[config.mk]
export PLATFORM = sky130hd
export DESIGN_NAME = cmcap_top
export DESIGN_NICKNAME = d
export VERILOG_FILES = /design/src/cmcap_pkg.sv /design/src/cmcap_lut_if.sv /design/src/cmcap_top.sv /design/src/cmcap_lookup.sv
export SDC_FILE = /design/constraint.sdc
export NUM_CORES = 2
export LEC_CHECK = 0
export ABC_AREA = 1
export BUFFER_PORTS_ARGS = -buffer_cell sky130_fd_sc_hd__buf_2
export CAP_MARGIN = 20
export CORE_ASPECT_RATIO = 0.6
export CORE_UTILIZATION = 46
export DETAILED_ROUTE_END_ITERATION = 10
export PLACE_DENSITY = 0.64
export SYNTH_ARGS = -nofsm -noshare
export SYNTH_HDL_FRONTEND = slang
export SYNTH_SLANG_ARGS = --single-unit
[constraint.sdc]
create_clock -name clock_i -period 9.1 [get_ports clock_i]
set_clock_uncertainty 0.05 [all_clocks]
set_input_delay 0.455 -clock clock_i [delete_from_list [all_inputs] [get_ports clock_i]]
set_output_delay 0.455 -clock clock_i [all_outputs]
set_load 0.01 [all_outputs]
[src/cmcap_pkg.sv]
// Notes on behaviour
// - three capacity curves, full/active empty/standby empty, four segments over 0..40 C.
// - above 40 C each curve holds its 40 C value, zero slope.
// - below 0 C each curve extends with its 0..10 C segment slope.
// - curves are rebuilt at the present temperature in one-degree steps.
// - points normalized to 40 C full; store full mVh and empty fraction; standby zero.
// - per-segment slopes with segment edges fixed at 0, 10, 20, 30, 40 C.
// - shunt conductance byte in mhos multiplies mVh into mAh results.
// - full voltage threshold byte, 19.52 mV per count, compared with voltage readings.
// - full current floor byte, 0 to 12.75 mV sense voltage.
// - empty voltage threshold byte, 19.52 mV per count, detects active empty.
// - empty discharge threshold byte, 200 uV per count, discharge magnitude.
// - wear rated charge is two bytes in coulomb count units, the aging capacity.
// - partial discharges add up toward equivalent full discharges.
// - health factor byte, lsb 2^-7, 80h is unaged, scales capacity down.
// - health factor updated by cycle aging and by the learn function.
// - health factor saved to nonvolatile memory periodically, recalled at power up.
// - discharge advances a counter; at 32 times wear rated charge health drops one.
package cmcap_pkg;

  // ----------------------------------------------------------------
  // clock and timing
  // ----------------------------------------------------------------
  localparam longint unsigned CLK_HZ = 64'd200_000_000;
  localparam longint unsigned SAVE_PERIOD_S = 64'd16;
  localparam longint unsigned SAVE_PERIOD_CYC = SAVE_PERIOD_S * CLK_HZ;

  // ----------------------------------------------------------------
  // parameter store indices
  // ----------------------------------------------------------------
  localparam logic [4:0] IDX_SHUNT = 5'h00;
  localparam logic [4:0] IDX_FULL_VOLTAGE_THRESHOLD = 5'h01;
  localparam logic [4:0] IDX_FULL_CURRENT_FLOOR = 5'h02;
  localparam logic [4:0] IDX_VAE = 5'h03;
  localparam logic [4:0] IDX_IAE = 5'h04;
  localparam logic [4:0] IDX_AC_HI = 5'h05;
  localparam logic [4:0] IDX_AC_LO = 5'h06;
  localparam logic [4:0] IDX_AS = 5'h07;
  localparam logic [4:0] IDX_FULL40_HI = 5'h08;
  localparam logic [4:0] IDX_FULL40_LO = 5'h09;
  localparam logic [4:0] IDX_AE40 = 5'h0A;
  localparam logic [4:0] IDX_SLOPE_BASE = 5'h0B;
  localparam logic [4:0] IDX_SLOPE_LAST = 5'h16;

  // ----------------------------------------------------------------
  // model layout
  // ----------------------------------------------------------------
  localparam int NUM_CURVES = 3;
  localparam int NUM_SEGS = 4;
  localparam int CRV_FULL = 0;
  localparam int CRV_AE = 1;
  localparam int CRV_SE = 2;
  localparam logic signed [8:0] DEG_TOP = 9'sh028;
  localparam logic signed [8:0] DEG_EDGE3 = 9'sh01E;
  localparam logic signed [8:0] DEG_EDGE2 = 9'sh014;
  localparam logic signed [8:0] DEG_EDGE1 = 9'sh00A;
  localparam logic signed [7:0] TEMP_TOP = 8'sh28;
  localparam logic [15:0] FRAC_ONE = 16'h4000;
  localparam logic [3:0] AE40_PAD = 4'h0;
  localparam logic [15:0] SE40_VALUE = 16'h0000;

  // ----------------------------------------------------------------
  // threshold scaling and reset values
  // ----------------------------------------------------------------
  localparam int VOLT_DROP = 2;
  localparam logic [4:0] FULL_CURRENT_FLOOR_PAD = 5'h00;
  localparam logic [6:0] IAE_PAD = 7'h00;
  localparam logic [4:0] AGE_PAD = 5'h00;
  localparam int AS_FRAC = 7;
  localparam logic [7:0] AS_UNAGED = 8'h80;
  localparam logic [7:0] AS_FLOOR = 8'h01;
  localparam logic [7:0] BYTE_RST = 8'h00;

endpackage : cmcap_pkg

[src/cmcap_lut_if.sv]
`timescale 1ns/1ps
interface cmcap_lut_if;
  logic start;
  logic signed [7:0] temp;
  logic [15:0] full_base;
  logic [15:0] ae_base;
  logic [2:0][3:0][7:0] slope;
  logic done;
  logic [15:0] full_t;
  logic [15:0] ae_t;
  logic [15:0] se_t;

  modport ctrl (
    output start, temp, full_base, ae_base, slope,
    input done, full_t, ae_t, se_t
  );
  modport eng (
    input start, temp, full_base, ae_base, slope,
    output done, full_t, ae_t, se_t
  );
endinterface : cmcap_lut_if

[src/cmcap_top.sv]
`timescale 1ns/1ps
module cmcap_top #(
  parameter longint unsigned SAVE_PERIOD_CYC = cmcap_pkg::SAVE_PERIOD_CYC
) (
  input wire logic clock_i,                // core clock, 200 MHz
  input wire logic resetn_i,               // sync reset, active low
  input wire logic param_wr_i,             // parameter byte write strobe
  input wire logic [4:0] param_addr_i,     // parameter byte index
  input wire logic [7:0] param_wdata_i,    // parameter write data
  output logic [7:0] param_rdata_o,        // parameter read data, one cycle late
  input wire logic temp_valid_i,           // new temperature reading
  input wire logic [7:0] temp_deg_i,       // temperature, whole degrees, signed
  input wire logic [9:0] volt_i,           // voltage reading
  input wire logic [15:0] curr_i,          // current reading, signed
  input wire logic [15:0] iavg_i,          // average current, signed
  input wire logic acc_dec_i,              // coulomb count decreased
  input wire logic [15:0] acc_dec_amt_i,   // size of that decrease
  input wire logic learn_valid_i,          // learned health factor ready
  input wire logic [7:0] learn_as_i,       // learned health factor
  input wire logic nv_recall_valid_i,      // stored health factor returned
  input wire logic [7:0] nv_recall_as_i,   // stored health factor
  output logic nv_recall_req_o,            // asking for stored health factor
  output logic nv_save_o,                  // save health factor now
  output logic [7:0] nv_save_as_o,         // health factor to save
  output logic [15:0] full_t_o,            // full at present temperature
  output logic [15:0] ae_t_o,              // active empty at present temperature
  output logic [15:0] se_t_o,              // standby empty at present temperature
  output logic model_valid_o,              // results hold a finished lookup
  output logic [15:0] aged_full_o,         // full scaled by health factor
  output logic [23:0] full_mah_o,          // full at 40 C in mAh
  output logic [7:0] health_factor_o,      // working health factor
  output logic full_v_ok_o,                // voltage above full threshold
  output logic full_i_ok_o,                // average charge below floor, above zero
  output logic empty_v_o,                  // voltage below empty threshold
  output logic empty_i_o                   // discharge above empty threshold
);

  // ----------------------------------------------------------------
  // state
  // ----------------------------------------------------------------
  typedef struct packed {
    logic [7:0] shunt_conductance;
    logic [7:0] full_voltage_threshold;
    logic [7:0] full_current_floor;
    logic [7:0] empty_voltage_threshold;
    logic [7:0] empty_discharge_threshold;
    logic [15:0] wear_rated_charge;
    logic [7:0] health_factor;
    logic [15:0] full40;
    logic [7:0] ae40;
    logic [2:0][3:0][7:0] slope;
    logic [7:0] rdata;
    logic start;
    logic [7:0] temp;
    logic [15:0] full_t;
    logic [15:0] ae_t;
    logic [15:0] se_t;
    logic model_valid;
    logic [15:0] aged_full;
    logic [23:0] full_mah;
    logic [21:0] age_cnt;
    logic [63:0] save_cnt;
    logic nv_save;
    logic [7:0] nv_as;
    logic recall_req;
    logic full_v_ok;
    logic full_i_ok;
    logic empty_v;
    logic empty_i;
  } cmcap_state_type;

  cmcap_state_type s_ff;
  cmcap_state_type nxt_s;
  cmcap_lut_if lut ();

  // ----------------------------------------------------------------
  // curve rebuild engine
  // ----------------------------------------------------------------
  cmcap_lookup u_lookup (
    .clock_i (clock_i),
    .resetn_i (resetn_i),
    .lut (lut.eng)
  );

  assign lut.start = s_ff.start;
  assign lut.temp = s_ff.temp;
  assign lut.full_base = cmcap_pkg::FRAC_ONE; // full at 40 C is the unit
  assign lut.ae_base = {4'h0, s_ff.ae40, cmcap_pkg::AE40_PAD};
  assign lut.slope = s_ff.slope;

  // health factor scaling, lsb 2^-7
  function automatic logic [15:0] cmcap_age_scale(input logic [15:0] v, input logic [7:0] a);
    logic [23:0] p;
    p = v * a;
    cmcap_age_scale = p[15+cmcap_pkg::AS_FRAC:cmcap_pkg::AS_FRAC];
  endfunction : cmcap_age_scale

  // ----------------------------------------------------------------
  // next state
  // ----------------------------------------------------------------
  always_comb
  begin
    logic [21:0] age_sum;
    logic [21:0] age_thr;
    logic [4:0] sidx;
    logic signed [16:0] iae_neg;
    age_sum = '0;
    age_thr = '0;
    sidx = '0;
    iae_neg = '0;
    nxt_s = s_ff;
    nxt_s.start = 1'b0;
    nxt_s.nv_save = 1'b0;

    // rebuild on every new temperature reading
    if (temp_valid_i)
    begin
      nxt_s.start = 1'b1;
      nxt_s.temp = temp_deg_i;
    end
    if (lut.done)
    begin
      nxt_s.full_t = lut.full_t;
      nxt_s.ae_t = lut.ae_t;
      nxt_s.se_t = lut.se_t;
      nxt_s.model_valid = 1'b1;
    end

    // full result scaled by present health factor
    nxt_s.aged_full = cmcap_age_scale(s_ff.full_t, s_ff.health_factor);
    // mVh times mhos gives mAh
    nxt_s.full_mah = s_ff.full40 * s_ff.shunt_conductance;

    // threshold comparisons; voltage lsb is a quarter of 19.52 mV
    nxt_s.full_v_ok = volt_i[9:cmcap_pkg::VOLT_DROP] > s_ff.full_voltage_threshold;
    nxt_s.empty_v = volt_i[9:cmcap_pkg::VOLT_DROP] < s_ff.empty_voltage_threshold;
    // 50 uV floor over a 1.5625 uV current lsb
    nxt_s.full_i_ok = ($signed(iavg_i) > 16'sh0000) &&
      ($signed(iavg_i) < $signed({3'h0, s_ff.full_current_floor, cmcap_pkg::FULL_CURRENT_FLOOR_PAD}));
    // 200 uV per count, discharge is negative current
    iae_neg = -$signed({1'b0, s_ff.empty_discharge_threshold, cmcap_pkg::IAE_PAD, 1'b0});
    iae_neg = iae_neg >>> 1;
    nxt_s.empty_i = $signed({curr_i[15], curr_i}) < iae_neg;

    // aging: partial discharges add up until 32 times rating
    age_thr = {1'b0, s_ff.wear_rated_charge, cmcap_pkg::AGE_PAD};
    if (acc_dec_i)
    begin
      age_sum = s_ff.age_cnt + {6'h00, acc_dec_amt_i};
      // zero rating would decrement on every event, so aging is off then
      if ((s_ff.wear_rated_charge != 16'h0000) && (age_sum >= age_thr))
      begin
        nxt_s.age_cnt = age_sum - age_thr;
        if (s_ff.health_factor > cmcap_pkg::AS_FLOOR)
          nxt_s.health_factor = s_ff.health_factor - 8'h01;
      end
      else
        nxt_s.age_cnt = age_sum;
    end

    // learned capacity overrides the cycle estimate
    if (learn_valid_i)
      nxt_s.health_factor = learn_as_i;

    // power-up recall of the stored health factor
    if (s_ff.recall_req && nv_recall_valid_i)
    begin
      nxt_s.health_factor = nv_recall_as_i;
      nxt_s.recall_req = 1'b0;
    end

    // periodic save, held off until the recall is done
    if (s_ff.recall_req)
      nxt_s.save_cnt = '0;
    else if (s_ff.save_cnt >= SAVE_PERIOD_CYC - 64'd1)
    begin
      nxt_s.save_cnt = '0;
      nxt_s.nv_save = 1'b1;
      nxt_s.nv_as = s_ff.health_factor;
    end
    else
      nxt_s.save_cnt = s_ff.save_cnt + 64'd1;

    // host writes win over internal updates in the same cycle
    if (param_wr_i)
    begin
      unique case (param_addr_i)
        cmcap_pkg::IDX_SHUNT: nxt_s.shunt_conductance = param_wdata_i;
        cmcap_pkg::IDX_FULL_VOLTAGE_THRESHOLD: nxt_s.full_voltage_threshold = param_wdata_i;
        cmcap_pkg::IDX_FULL_CURRENT_FLOOR: nxt_s.full_current_floor = param_wdata_i;
        cmcap_pkg::IDX_VAE: nxt_s.empty_voltage_threshold = param_wdata_i;
        cmcap_pkg::IDX_IAE: nxt_s.empty_discharge_threshold = param_wdata_i;
        cmcap_pkg::IDX_AC_HI: nxt_s.wear_rated_charge[15:8] = param_wdata_i;
        cmcap_pkg::IDX_AC_LO: nxt_s.wear_rated_charge[7:0] = param_wdata_i;
        cmcap_pkg::IDX_AS: nxt_s.health_factor = param_wdata_i;
        cmcap_pkg::IDX_FULL40_HI: nxt_s.full40[15:8] = param_wdata_i;
        cmcap_pkg::IDX_FULL40_LO: nxt_s.full40[7:0] = param_wdata_i;
        cmcap_pkg::IDX_AE40: nxt_s.ae40 = param_wdata_i;
        default:
        begin
          if ((param_addr_i >= cmcap_pkg::IDX_SLOPE_BASE) &&
              (param_addr_i <= cmcap_pkg::IDX_SLOPE_LAST))
          begin
            sidx = param_addr_i - cmcap_pkg::IDX_SLOPE_BASE;
            nxt_s.slope[sidx[3:2]][sidx[1:0]] = param_wdata_i;
          end
        end
      endcase
    end

    // registered read; unmapped indices read zero
    unique case (param_addr_i)
      cmcap_pkg::IDX_SHUNT: nxt_s.rdata = s_ff.shunt_conductance;
      cmcap_pkg::IDX_FULL_VOLTAGE_THRESHOLD: nxt_s.rdata = s_ff.full_voltage_threshold;
      cmcap_pkg::IDX_FULL_CURRENT_FLOOR: nxt_s.rdata = s_ff.full_current_floor;
      cmcap_pkg::IDX_VAE: nxt_s.rdata = s_ff.empty_voltage_threshold;
      cmcap_pkg::IDX_IAE: nxt_s.rdata = s_ff.empty_discharge_threshold;
      cmcap_pkg::IDX_AC_HI: nxt_s.rdata = s_ff.wear_rated_charge[15:8];
      cmcap_pkg::IDX_AC_LO: nxt_s.rdata = s_ff.wear_rated_charge[7:0];
      cmcap_pkg::IDX_AS: nxt_s.rdata = s_ff.health_factor;
      cmcap_pkg::IDX_FULL40_HI: nxt_s.rdata = s_ff.full40[15:8];
      cmcap_pkg::IDX_FULL40_LO: nxt_s.rdata = s_ff.full40[7:0];
      cmcap_pkg::IDX_AE40: nxt_s.rdata = s_ff.ae40;
      default:
      begin
        if ((param_addr_i >= cmcap_pkg::IDX_SLOPE_BASE) &&
            (param_addr_i <= cmcap_pkg::IDX_SLOPE_LAST))
        begin
          sidx = param_addr_i - cmcap_pkg::IDX_SLOPE_BASE;
          nxt_s.rdata = s_ff.slope[sidx[3:2]][sidx[1:0]];
        end
        else
          nxt_s.rdata = cmcap_pkg::BYTE_RST;
      end
    endcase
  end

  // ----------------------------------------------------------------
  // registers
  // ----------------------------------------------------------------
  always_ff @(posedge clock_i)
  begin
    if (!resetn_i)
    begin
      s_ff <= '0;
      s_ff.health_factor <= cmcap_pkg::AS_UNAGED;
      s_ff.nv_as <= cmcap_pkg::AS_UNAGED;
      s_ff.recall_req <= 1'b1;
    end
    else
      s_ff <= nxt_s;
  end

  // ----------------------------------------------------------------
  // outputs
  // ----------------------------------------------------------------
  assign param_rdata_o = s_ff.rdata;
  assign nv_recall_req_o = s_ff.recall_req;
  assign nv_save_o = s_ff.nv_save;
  assign nv_save_as_o = s_ff.nv_as;
  assign full_t_o = s_ff.full_t;
  assign ae_t_o = s_ff.ae_t;
  assign se_t_o = s_ff.se_t;
  assign model_valid_o = s_ff.model_valid;
  assign aged_full_o = s_ff.aged_full;
  assign full_mah_o = s_ff.full_mah;
  assign health_factor_o = s_ff.health_factor;
  assign full_v_ok_o = s_ff.full_v_ok;
  assign full_i_ok_o = s_ff.full_i_ok;
  assign empty_v_o = s_ff.empty_v;
  assign empty_i_o = s_ff.empty_i;

endmodule : cmcap_top

[src/cmcap_lookup.sv]
`timescale 1ns/1ps
module cmcap_lookup (
  input wire logic clock_i,  // core clock
  input wire logic resetn_i, // sync reset, active low
  cmcap_lut_if.eng lut       // lookup request and results
);

  typedef struct packed {
    logic busy;
    logic signed [8:0] deg;
    logic signed [8:0] tgt;
    logic signed [2:0][16:0] val;
    logic done;
    logic [2:0][15:0] res;
  } cmcap_eng_state_type;

  cmcap_eng_state_type s_ff;
  cmcap_eng_state_type nxt_s;

  // values are kept wide and signed; clamped only when published
  function automatic logic [15:0] cmcap_sat(input logic signed [16:0] v);
    if (v < 17'sh00000)
      cmcap_sat = 16'h0000;
    else if (v > $signed({1'b0, cmcap_pkg::FRAC_ONE}))
      cmcap_sat = cmcap_pkg::FRAC_ONE;
    else
      cmcap_sat = v[15:0];
  endfunction : cmcap_sat

  // segment that holds the step from deg down to deg-1
  function automatic logic [1:0] cmcap_seg(input logic signed [8:0] d);
    if (d > cmcap_pkg::DEG_EDGE3)
      cmcap_seg = 2'h3;
    else if (d > cmcap_pkg::DEG_EDGE2)
      cmcap_seg = 2'h2;
    else if (d > cmcap_pkg::DEG_EDGE1)
      cmcap_seg = 2'h1;
    else
      cmcap_seg = 2'h0; // below zero keeps the lowest slope
  endfunction : cmcap_seg

  always_comb
  begin
    logic [1:0] seg;
    seg = cmcap_seg(s_ff.deg);
    nxt_s = s_ff;
    nxt_s.done = 1'b0;
    if (lut.start)
    begin
      nxt_s.busy = 1'b1;
      nxt_s.deg = cmcap_pkg::DEG_TOP;
      // above the model span the top value is held
      if (lut.temp > cmcap_pkg::TEMP_TOP)
        nxt_s.tgt = cmcap_pkg::DEG_TOP;
      else
        nxt_s.tgt = {lut.temp[7], lut.temp};
      nxt_s.val[cmcap_pkg::CRV_FULL] = {1'b0, lut.full_base};
      nxt_s.val[cmcap_pkg::CRV_AE] = {1'b0, lut.ae_base};
      nxt_s.val[cmcap_pkg::CRV_SE] = {1'b0, cmcap_pkg::SE40_VALUE};
    end
    else if (s_ff.busy)
    begin
      if (s_ff.deg == s_ff.tgt)
      begin
        nxt_s.busy = 1'b0;
        nxt_s.done = 1'b1;
        for (int c = 0; c < cmcap_pkg::NUM_CURVES; c++)
          nxt_s.res[c] = cmcap_sat(s_ff.val[c]);
      end
      else
      begin
        // one whole degree per cycle on all three curves
        for (int c = 0; c < cmcap_pkg::NUM_CURVES; c++)
          nxt_s.val[c] = s_ff.val[c] - {{9{lut.slope[c][seg][7]}}, lut.slope[c][seg]};
        nxt_s.deg = s_ff.deg - 9'sh001;
      end
    end
  end

  always_ff @(posedge clock_i)
  begin
    if (!resetn_i)
      s_ff <= '0;
    else
      s_ff <= nxt_s;
  end

  assign lut.done = s_ff.done;
  assign lut.full_t = s_ff.res[cmcap_pkg::CRV_FULL];
  assign lut.ae_t = s_ff.res[cmcap_pkg::CRV_AE];
  assign lut.se_t = s_ff.res[cmcap_pkg::CRV_SE];

endmodule : cmcap_lookup

Word-level counts from Yosys, hierarchy flattened
Index checks and enable logic that the tools add are counted.
{"block": "word_totals", "regBits": 509, "input_bits": 102, "out_inout_bits": 119, "word_cells": 188}
{"block": "classes", "add_sub_neg": 10, "mul": 2, "order_cmp": 25, "n_eq_ne": 12, "mux": 50, "bitwise": 6, "reduce_logical": 29}
{"op": "$mux W96", "count": 2}
{"op": "$mux W128", "count": 1}
{"op": "$mux W8", "count": 15}
{"op": "$bwmux W96", "count": 1}
{"op": "$mux W16", "count": 6}
{"op": "$pmux W8 S11", "count": 1}
{"op": "$mux W78", "count": 1}
{"op": "$add A64 B1 Y64 const B", "count": 1}
{"op": "$bmux W32 S2", "count": 1}
{"op": "$bmux W8 S2", "count": 4}
{"op": "$demux W32 S2", "count": 1}
{"op": "$ge A64 B32 Y1 const B", "count": 1}
{"op": "$mux W32", "count": 2}
{"op": "$mux W29", "count": 2}
{"op": "$gt A17 B16 Y1 const B", "count": 3}
{"op": "$lt A17 B1 Y1 const B", "count": 3}
{"op": "$sub A17 B17 Y17", "count": 3}
{"op": "$mux W49", "count": 1}
{"op": "$mux W9", "count": 4}
{"op": "$reduce_and A2 Y1", "count": 13}
{"op": "$mul A16 B8 Y24", "count": 1}
{"op": "$mul A16 B8 Y23", "count": 1}
{"op": "$add A22 B16 Y22", "count": 1}
{"op": "$ge A22 B21 Y1", "count": 1}
{"op": "other kinds (38)", "count": 64}

Logic depth before layout (Yosys ltp)
{"block": "logic_depth", "depth_word": 11, "mapped_depth": 31, "ltp_nobuf": 31}

Hierarchy
Synthesis repeated with hierarchy kept, for this count alone.
{"block": "hier_totals", "hier_cells": 4855, "area_unflattened_um2": 34889.7}
{"module": "cmcap_top", "instances": 1, "cells_per_inst": 3598, "area_per_inst_um2": 26580.5, "seq_area_each_um2": 7807.5}
{"module": "cmcap_lookup", "instances": 1, "cells_per_inst": 1257, "area_per_inst_um2": 8309.2, "seq_area_each_um2": 2362.3}

Worst setup path after synthesis
OpenSTA, ideal clock, no wires.
{"block": "synth_path", "path_kind": "reg2reg", "startpoint": "register s_ff[387] (netlist bit)", "endpoint": "register s_ff (netlist bit full_mah_o[20])", "setup_ns": 0.113, "arrival_time_ns": 4.537, "required_time_ns": 8.937, "slack_ns": 4.400, "stages_incl_launch_ff": 22, "path_buffers": 2, "synth_period_minus_slack_ns": 4.700, "path_cell_list": "dfxtp_1 clkbuf_1 clkbuf_1 nand2_1 fa_1 fa_1 inv_1 fa_1 fa_1 ha_1 nand2_1 inv_1 a21oi_1 o21ai_0 a21boi_0 inv_1 nand2_1 nand2_1 a21boi_0 o21ai_0 nor2_1 nor2_1"}
{"block": "synth_via", "elab_chain_cells": 1}
{"item": "start: declaration", "line": "cmcap_top.sv:72", "text": "cmcap_state_type s_ff;"}
{"item": "start signal: assignment", "line": "cmcap_top.sv:251", "text": "s_ff <= nxt_s;"}
{"item": "$mul A16 B8 Y24", "line": "cmcap_top.sv:132", "text": "nxt_s.full_mah = s_ff.full40 * s_ff.shunt_conductance;"}
No other way between the ends.
A chain may end at the register's enable or synchronous reset.

Worst setup path in the final report
{"block": "layout_path", "startpoint": "register u_lookup.s_ff[114] (netlist bit)", "endpoint": "register u_lookup.s_ff[97] (netlist bit)"}
{"block": "layout_via", "elab_chain_cells": 7, "word_cells_on_any_way": 12, "classes_between": "add/sub: 1; order compare: 3; eq/ne: 1; mux: 5; bitwise: 1; reduce/logical: 1"}
{"item": "start: declaration", "line": "cmcap_lookup.sv:17", "text": "cmcap_eng_state_type s_ff;"}
{"item": "start signal: assignment", "line": "cmcap_lookup.sv:85", "text": "s_ff <= nxt_s;"}
{"item": "$gt A9 B5 Y1", "line": "cmcap_lookup.sv:36", "text": "else if (d > cmcap_pkg::DEG_EDGE1)"}
{"item": "$mux W1", "line": "cmcap_lookup.sv:36"}
{"item": "$mux W2", "line": "cmcap_lookup.sv:34", "text": "else if (d > cmcap_pkg::DEG_EDGE2)"}
{"item": "$mux W2", "line": "cmcap_lookup.sv:32", "text": "if (d > cmcap_pkg::DEG_EDGE3)"}
{"item": "$bmux W8 S2", "line": "cmcap_lookup.sv:74", "text": "nxt_s.val[c] = s_ff.val[c] - {{9{lut.slope[c][seg][7]}}, lut.slope[c][seg]};"}
{"item": "$mux W8 (implied by the code)", "line": "cmcap_lookup.sv:74"}
{"item": "$sub A17 B17 Y17", "line": "cmcap_lookup.sv:74"}
Parallel ways exist; a longest one is shown, timed or not. The select of a mux whose other input is x is not followed.

==> impl_metrics.tcl <==
set metrics [dict create \
    grt_antenna_before_repair 3 \
    report.final.setup_viol 0 \
    timing.max_cap.violations 0 \
    floorplan.initialDensity_pct 46.6 \
    hold_path.class "in -> reg" \
    globalplace.congestion 0.988 \
    part_of_the_yosys_area_used_for_sequential_elements_pct 29.6 \
    met3_usage_pct 4.78 \
    cts-resized-gates 0 \
    post_synth_instance_area_um2 34300 \
    timing.rr.end "u_lookup.s_ff[97]" \
    max_freq_ghz 0.175 \
    grt-ovfl-total 0 \
    root_buffer "sky130_fd_sc_hd__clkbuf_16" \
    area.sequential_um2 10200 \
    dominantRegCellSynth "sky130_fd_sc_hd__dfxtp_1" \
    cp_cell_sequence "inv_2 > nand2_1 > nor2_4 > nand2_1 > a21oi_2 > nor2_4 > inv_2 > nand3b_2 > nand2_2 > buf_4 > o21ai_0 > a21oi_1 > ha_1 > inv_1 > fa_1 > nand3_1 > nand2_1 > a21boi_0 > o21ai_0 > a21boi_0 > o21ai_0 > a21oi_1 > xor2_1 > a21oi_1" \
    min_period_over_period_pct 62.9 \
    cts_sink_count 508 \
    rsz0062_at_grt "no" \
    clk_pin_slew_ns 0.07 \
    netlist-cell-type-count 70 \
    first_global_vias 27700 \
    cp_num_cells 24 \
    worst_r2r_startpoint "u_lookup.s_ff[114]" \
    max_slew.worst_pin.slew_ns 1.16 \
    synth_edf_count 0 \
    hpwl_um 74900 \
    maximum_number_of_pins_on_one_net_before_global_route_repair 81 \
    synthesis.instances 4683 \
    power-per-cell-area_nw_per_um2 187 \
    run_status "finished, final reports clean" \
    grt_util_met1_pct 40.9 \
    cp.arrival_ns 6.17 \
    yosys_register_bits 508 \
    slowest_stage "sky130_fd_sc_hd__inv_2" \
    period_needed_ns 5.72 \
    r2r_setup_slack_ns 3.38 \
    die-height_um 214 \
    critPathTopFamily "compound AO/OA/AOI/OAI gates" \
    drtIter0Drc 3510 \
    finish.cell_count_without_fillers 5691 \
    cts.path.max_buffers 3 \
    post_route_cells_drive_above_1_share_pct 9.32 \
    synth_top_cell_by_area "sky130_fd_sc_hd__dfxtp_1" \
    io-pin-count 221 \
    detail_route.vias_per_cell 5.35 \
    r2r_cells 24 \
    cells_after_dpl 5598 \
    startpoint_of_the_worst_setup_timing_path "u_lookup.s_ff[114]" \
    final_util_pct 50.0 \
    final_hold_viol_count 0 \
    global_route_wire_length_before_repair_um 157000 \
    max_stage_delay_ns 0.67 \
    cts_buffers 48 \
    layout.cell_area.non_filler_um2 36900 \
    ys_async_sr_fraction_pct 0 \
    worstSetupStartpointType "flip-flop" \
    core_area_um2 73700 \
    syn-mean-instance-area_um2 7.33 \
    power.static_leakage_nw 17.9 \
    finalNetCount 5140 \
    multi_input_area_um2 19600 \
    critical_path.endpoint_type "flip-flop" \
    slew_headroom_pct 22.7 \
    cp-endpoint "u_lookup.s_ff[97]" \
    ys.warnings.count 0 \
    report.final.slew_viol_count 0 \
    vdd_drop_max_mv 0.182 \
    criticalPathCategory "reg -> reg" \
    synth_top_cell_area_share_pct 29.6 \
    worst_ep_required_time_ns 9.54 \
    fillerInstances 7332 \
    grt_busiest_layer "met1" \
    htree_levels 2 \
    synth.area.top_cells "sky130_fd_sc_hd__dfxtp_1, sky130_fd_sc_hd__fa_1, sky130_fd_sc_hd__nand2_1, sky130_fd_sc_hd__inv_1, sky130_fd_sc_hd__ha_1" \
    worst-path-buf-inv 4 \
    global_route.usage.total_pct 26.3 \
    port-buffer-count 211 \
    fin_hold_ws_ns 0.0258 \
    grt_use_met2_pct 36.8 \
    area_growth_syn_to_layout_pct 7.40 \
    fp.dieW_um 355 \
    clock_latency_of_the_later_clocked_register_in_the_worst_skew_pair_ns 0.63 \
    detailed_route_wl_um 101000 \
    via_count 30500 \
    tns_ns 0 \
    worst-path-max-fanout 46 \
    remaining_drc_errors 0 \
    die_area_um2 75800 \
    post_dp_cell_area_um2 35100 \
    antenna_left 0 \
    tritoncts "built" \
    avgRoutedWirePerCell_um 17.7 \
    drt_pre_antenna_iters 6 \
    rows 77 \
]
[Yosys cell counts (all sizes together), types with 56 or more instances]
| cell type | n |
|---|---|
| xor2 | 56 |
| inv | 770 |
| buf | 172 |
| nor3 | 78 |
| clkbuf | 162 |
| o21ai | 497 |
| a21oi | 471 |
| ha | 205 |
| fa | 171 |
| nor2 | 361 |
| dfxtp | 508 |
| nand2 | 784 |
| nand3 | 110 |
[worst reg2reg max path, stage by stage (launching register included)]
cell	delay (ns)
sky130_fd_sc_hd__dfxtp_1	0.36
sky130_fd_sc_hd__inv_2	0.10
sky130_fd_sc_hd__nand2_1	0.08
sky130_fd_sc_hd__nor2_4	0.12
sky130_fd_sc_hd__nand2_1	0.09
sky130_fd_sc_hd__a21oi_2	0.17
sky130_fd_sc_hd__nor2_4	0.10
sky130_fd_sc_hd__inv_2	0.67
sky130_fd_sc_hd__nand3b_2	0.29
sky130_fd_sc_hd__nand2_2	0.13
sky130_fd_sc_hd__buf_4	0.44
sky130_fd_sc_hd__o21ai_0	0.21
sky130_fd_sc_hd__a21oi_1	0.34
sky130_fd_sc_hd__ha_1	0.22
sky130_fd_sc_hd__inv_1	0.06
sky130_fd_sc_hd__fa_1	0.40
sky130_fd_sc_hd__nand3_1	0.11
sky130_fd_sc_hd__nand2_1	0.09
sky130_fd_sc_hd__a21boi_0	0.32
sky130_fd_sc_hd__o21ai_0	0.25
sky130_fd_sc_hd__a21boi_0	0.35
sky130_fd_sc_hd__o21ai_0	0.21
sky130_fd_sc_hd__a21oi_1	0.20
sky130_fd_sc_hd__xor2_1	0.16
sky130_fd_sc_hd__a21oi_1	0.08
[routing by layer]
metal / share of wire, % / up-vias
met1: 50 / 14200
met4: 2.1 / 0
met5: 0 / -
li1: - / 15000
met2: 39 / 1140
met3: 9.1 / 133
[metrics by stage]
stage / worst slack, ns / power, mW
floorplan: 4.40 / 4.15
global placement: 3.67 / 4.65
detailed placement: 3.56 / 4.67
CTS: 3.54 / 6.90
global route: 3.04 / 7.31
finish: 3.38 / 6.90
[cells by family after synthesis]
| family | synth area share, % |
|---|---|
| and+or+nand+nor | 17.8 |
| AOI/OAI and AO/OA | 19.1 |
| buffers and inverters | 13.7 |
| DFF | 29.6 |
| adders and majority gates | 17.4 |
| xor gates and xnor gates | 2.32 |
| other | 0.0109 |
[cell usage in the layout (no fill, tap or decap), types with 35 or more instances in the layout]
master | Yosys | layout
sky130_fd_sc_hd__nand2_1 | 767 | 767
sky130_fd_sc_hd__inv_1 | 735 | 734
sky130_fd_sc_hd__dfxtp_1 | 508 | 507
sky130_fd_sc_hd__o21ai_0 | 467 | 467
sky130_fd_sc_hd__a21oi_1 | 464 | 463
sky130_fd_sc_hd__nor2_1 | 335 | 334
sky130_fd_sc_hd__buf_2 | 30 | 210
sky130_fd_sc_hd__ha_1 | 205 | 205
sky130_fd_sc_hd__fa_1 | 171 | 171
sky130_fd_sc_hd__nand3_1 | 107 | 107
sky130_fd_sc_hd__nor3_1 | 58 | 58
sky130_fd_sc_hd__xor2_1 | 56 | 56
sky130_fd_sc_hd__clkbuf_16 | 0 | 48
sky130_fd_sc_hd__o211ai_1 | 42 | 42
sky130_fd_sc_hd__o22ai_1 | 41 | 41
sky130_fd_sc_hd__xnor2_1 | 35 | 35
[what timing repair did]
item / in CTS / in global routing
hold buffers: 1 / 0
hold endpoints to repair: 1 / 0
buffers inserted: 0 / 0
[worst min path at each step]
stage | startpoint | endpoint | depth (start not counted)
after floorplan | s_ff[14] | s_ff[14] | 1
after global placement | s_ff[14] | s_ff[14] | 1
after detailed placement | s_ff[14] | s_ff[14] | 1
after CTS | iavg_i[14] | full_i_ok_o | 4
after global routing | iavg_i[14] | full_i_ok_o | 4
final | iavg_i[14] | full_i_ok_o | 4
[where the power goes]
| part | total (mW) | switching, mW | internal, mW |
|---|---|---|---|
| clock | 2.22 | 0.986 | 1.24 |
| combinational | 2.24 | 1.46 | 0.780 |
| sequential | 2.44 | 0.107 | 2.33 |
| total | 6.90 | 2.55 | 4.35 |
[final cells by class]
cell class              count  share of cell area (%)
diodes                      3                  0.0204
clock buffers              64                    3.67
clock inverters            25                   0.998
inverters                 777                    7.95
multi-input cells        3095                    53.1
flip-flops and latches    508                    27.6
well taps                 987                    3.35
repair buffers            232                    3.32
(Power assumes the default switching activity.)
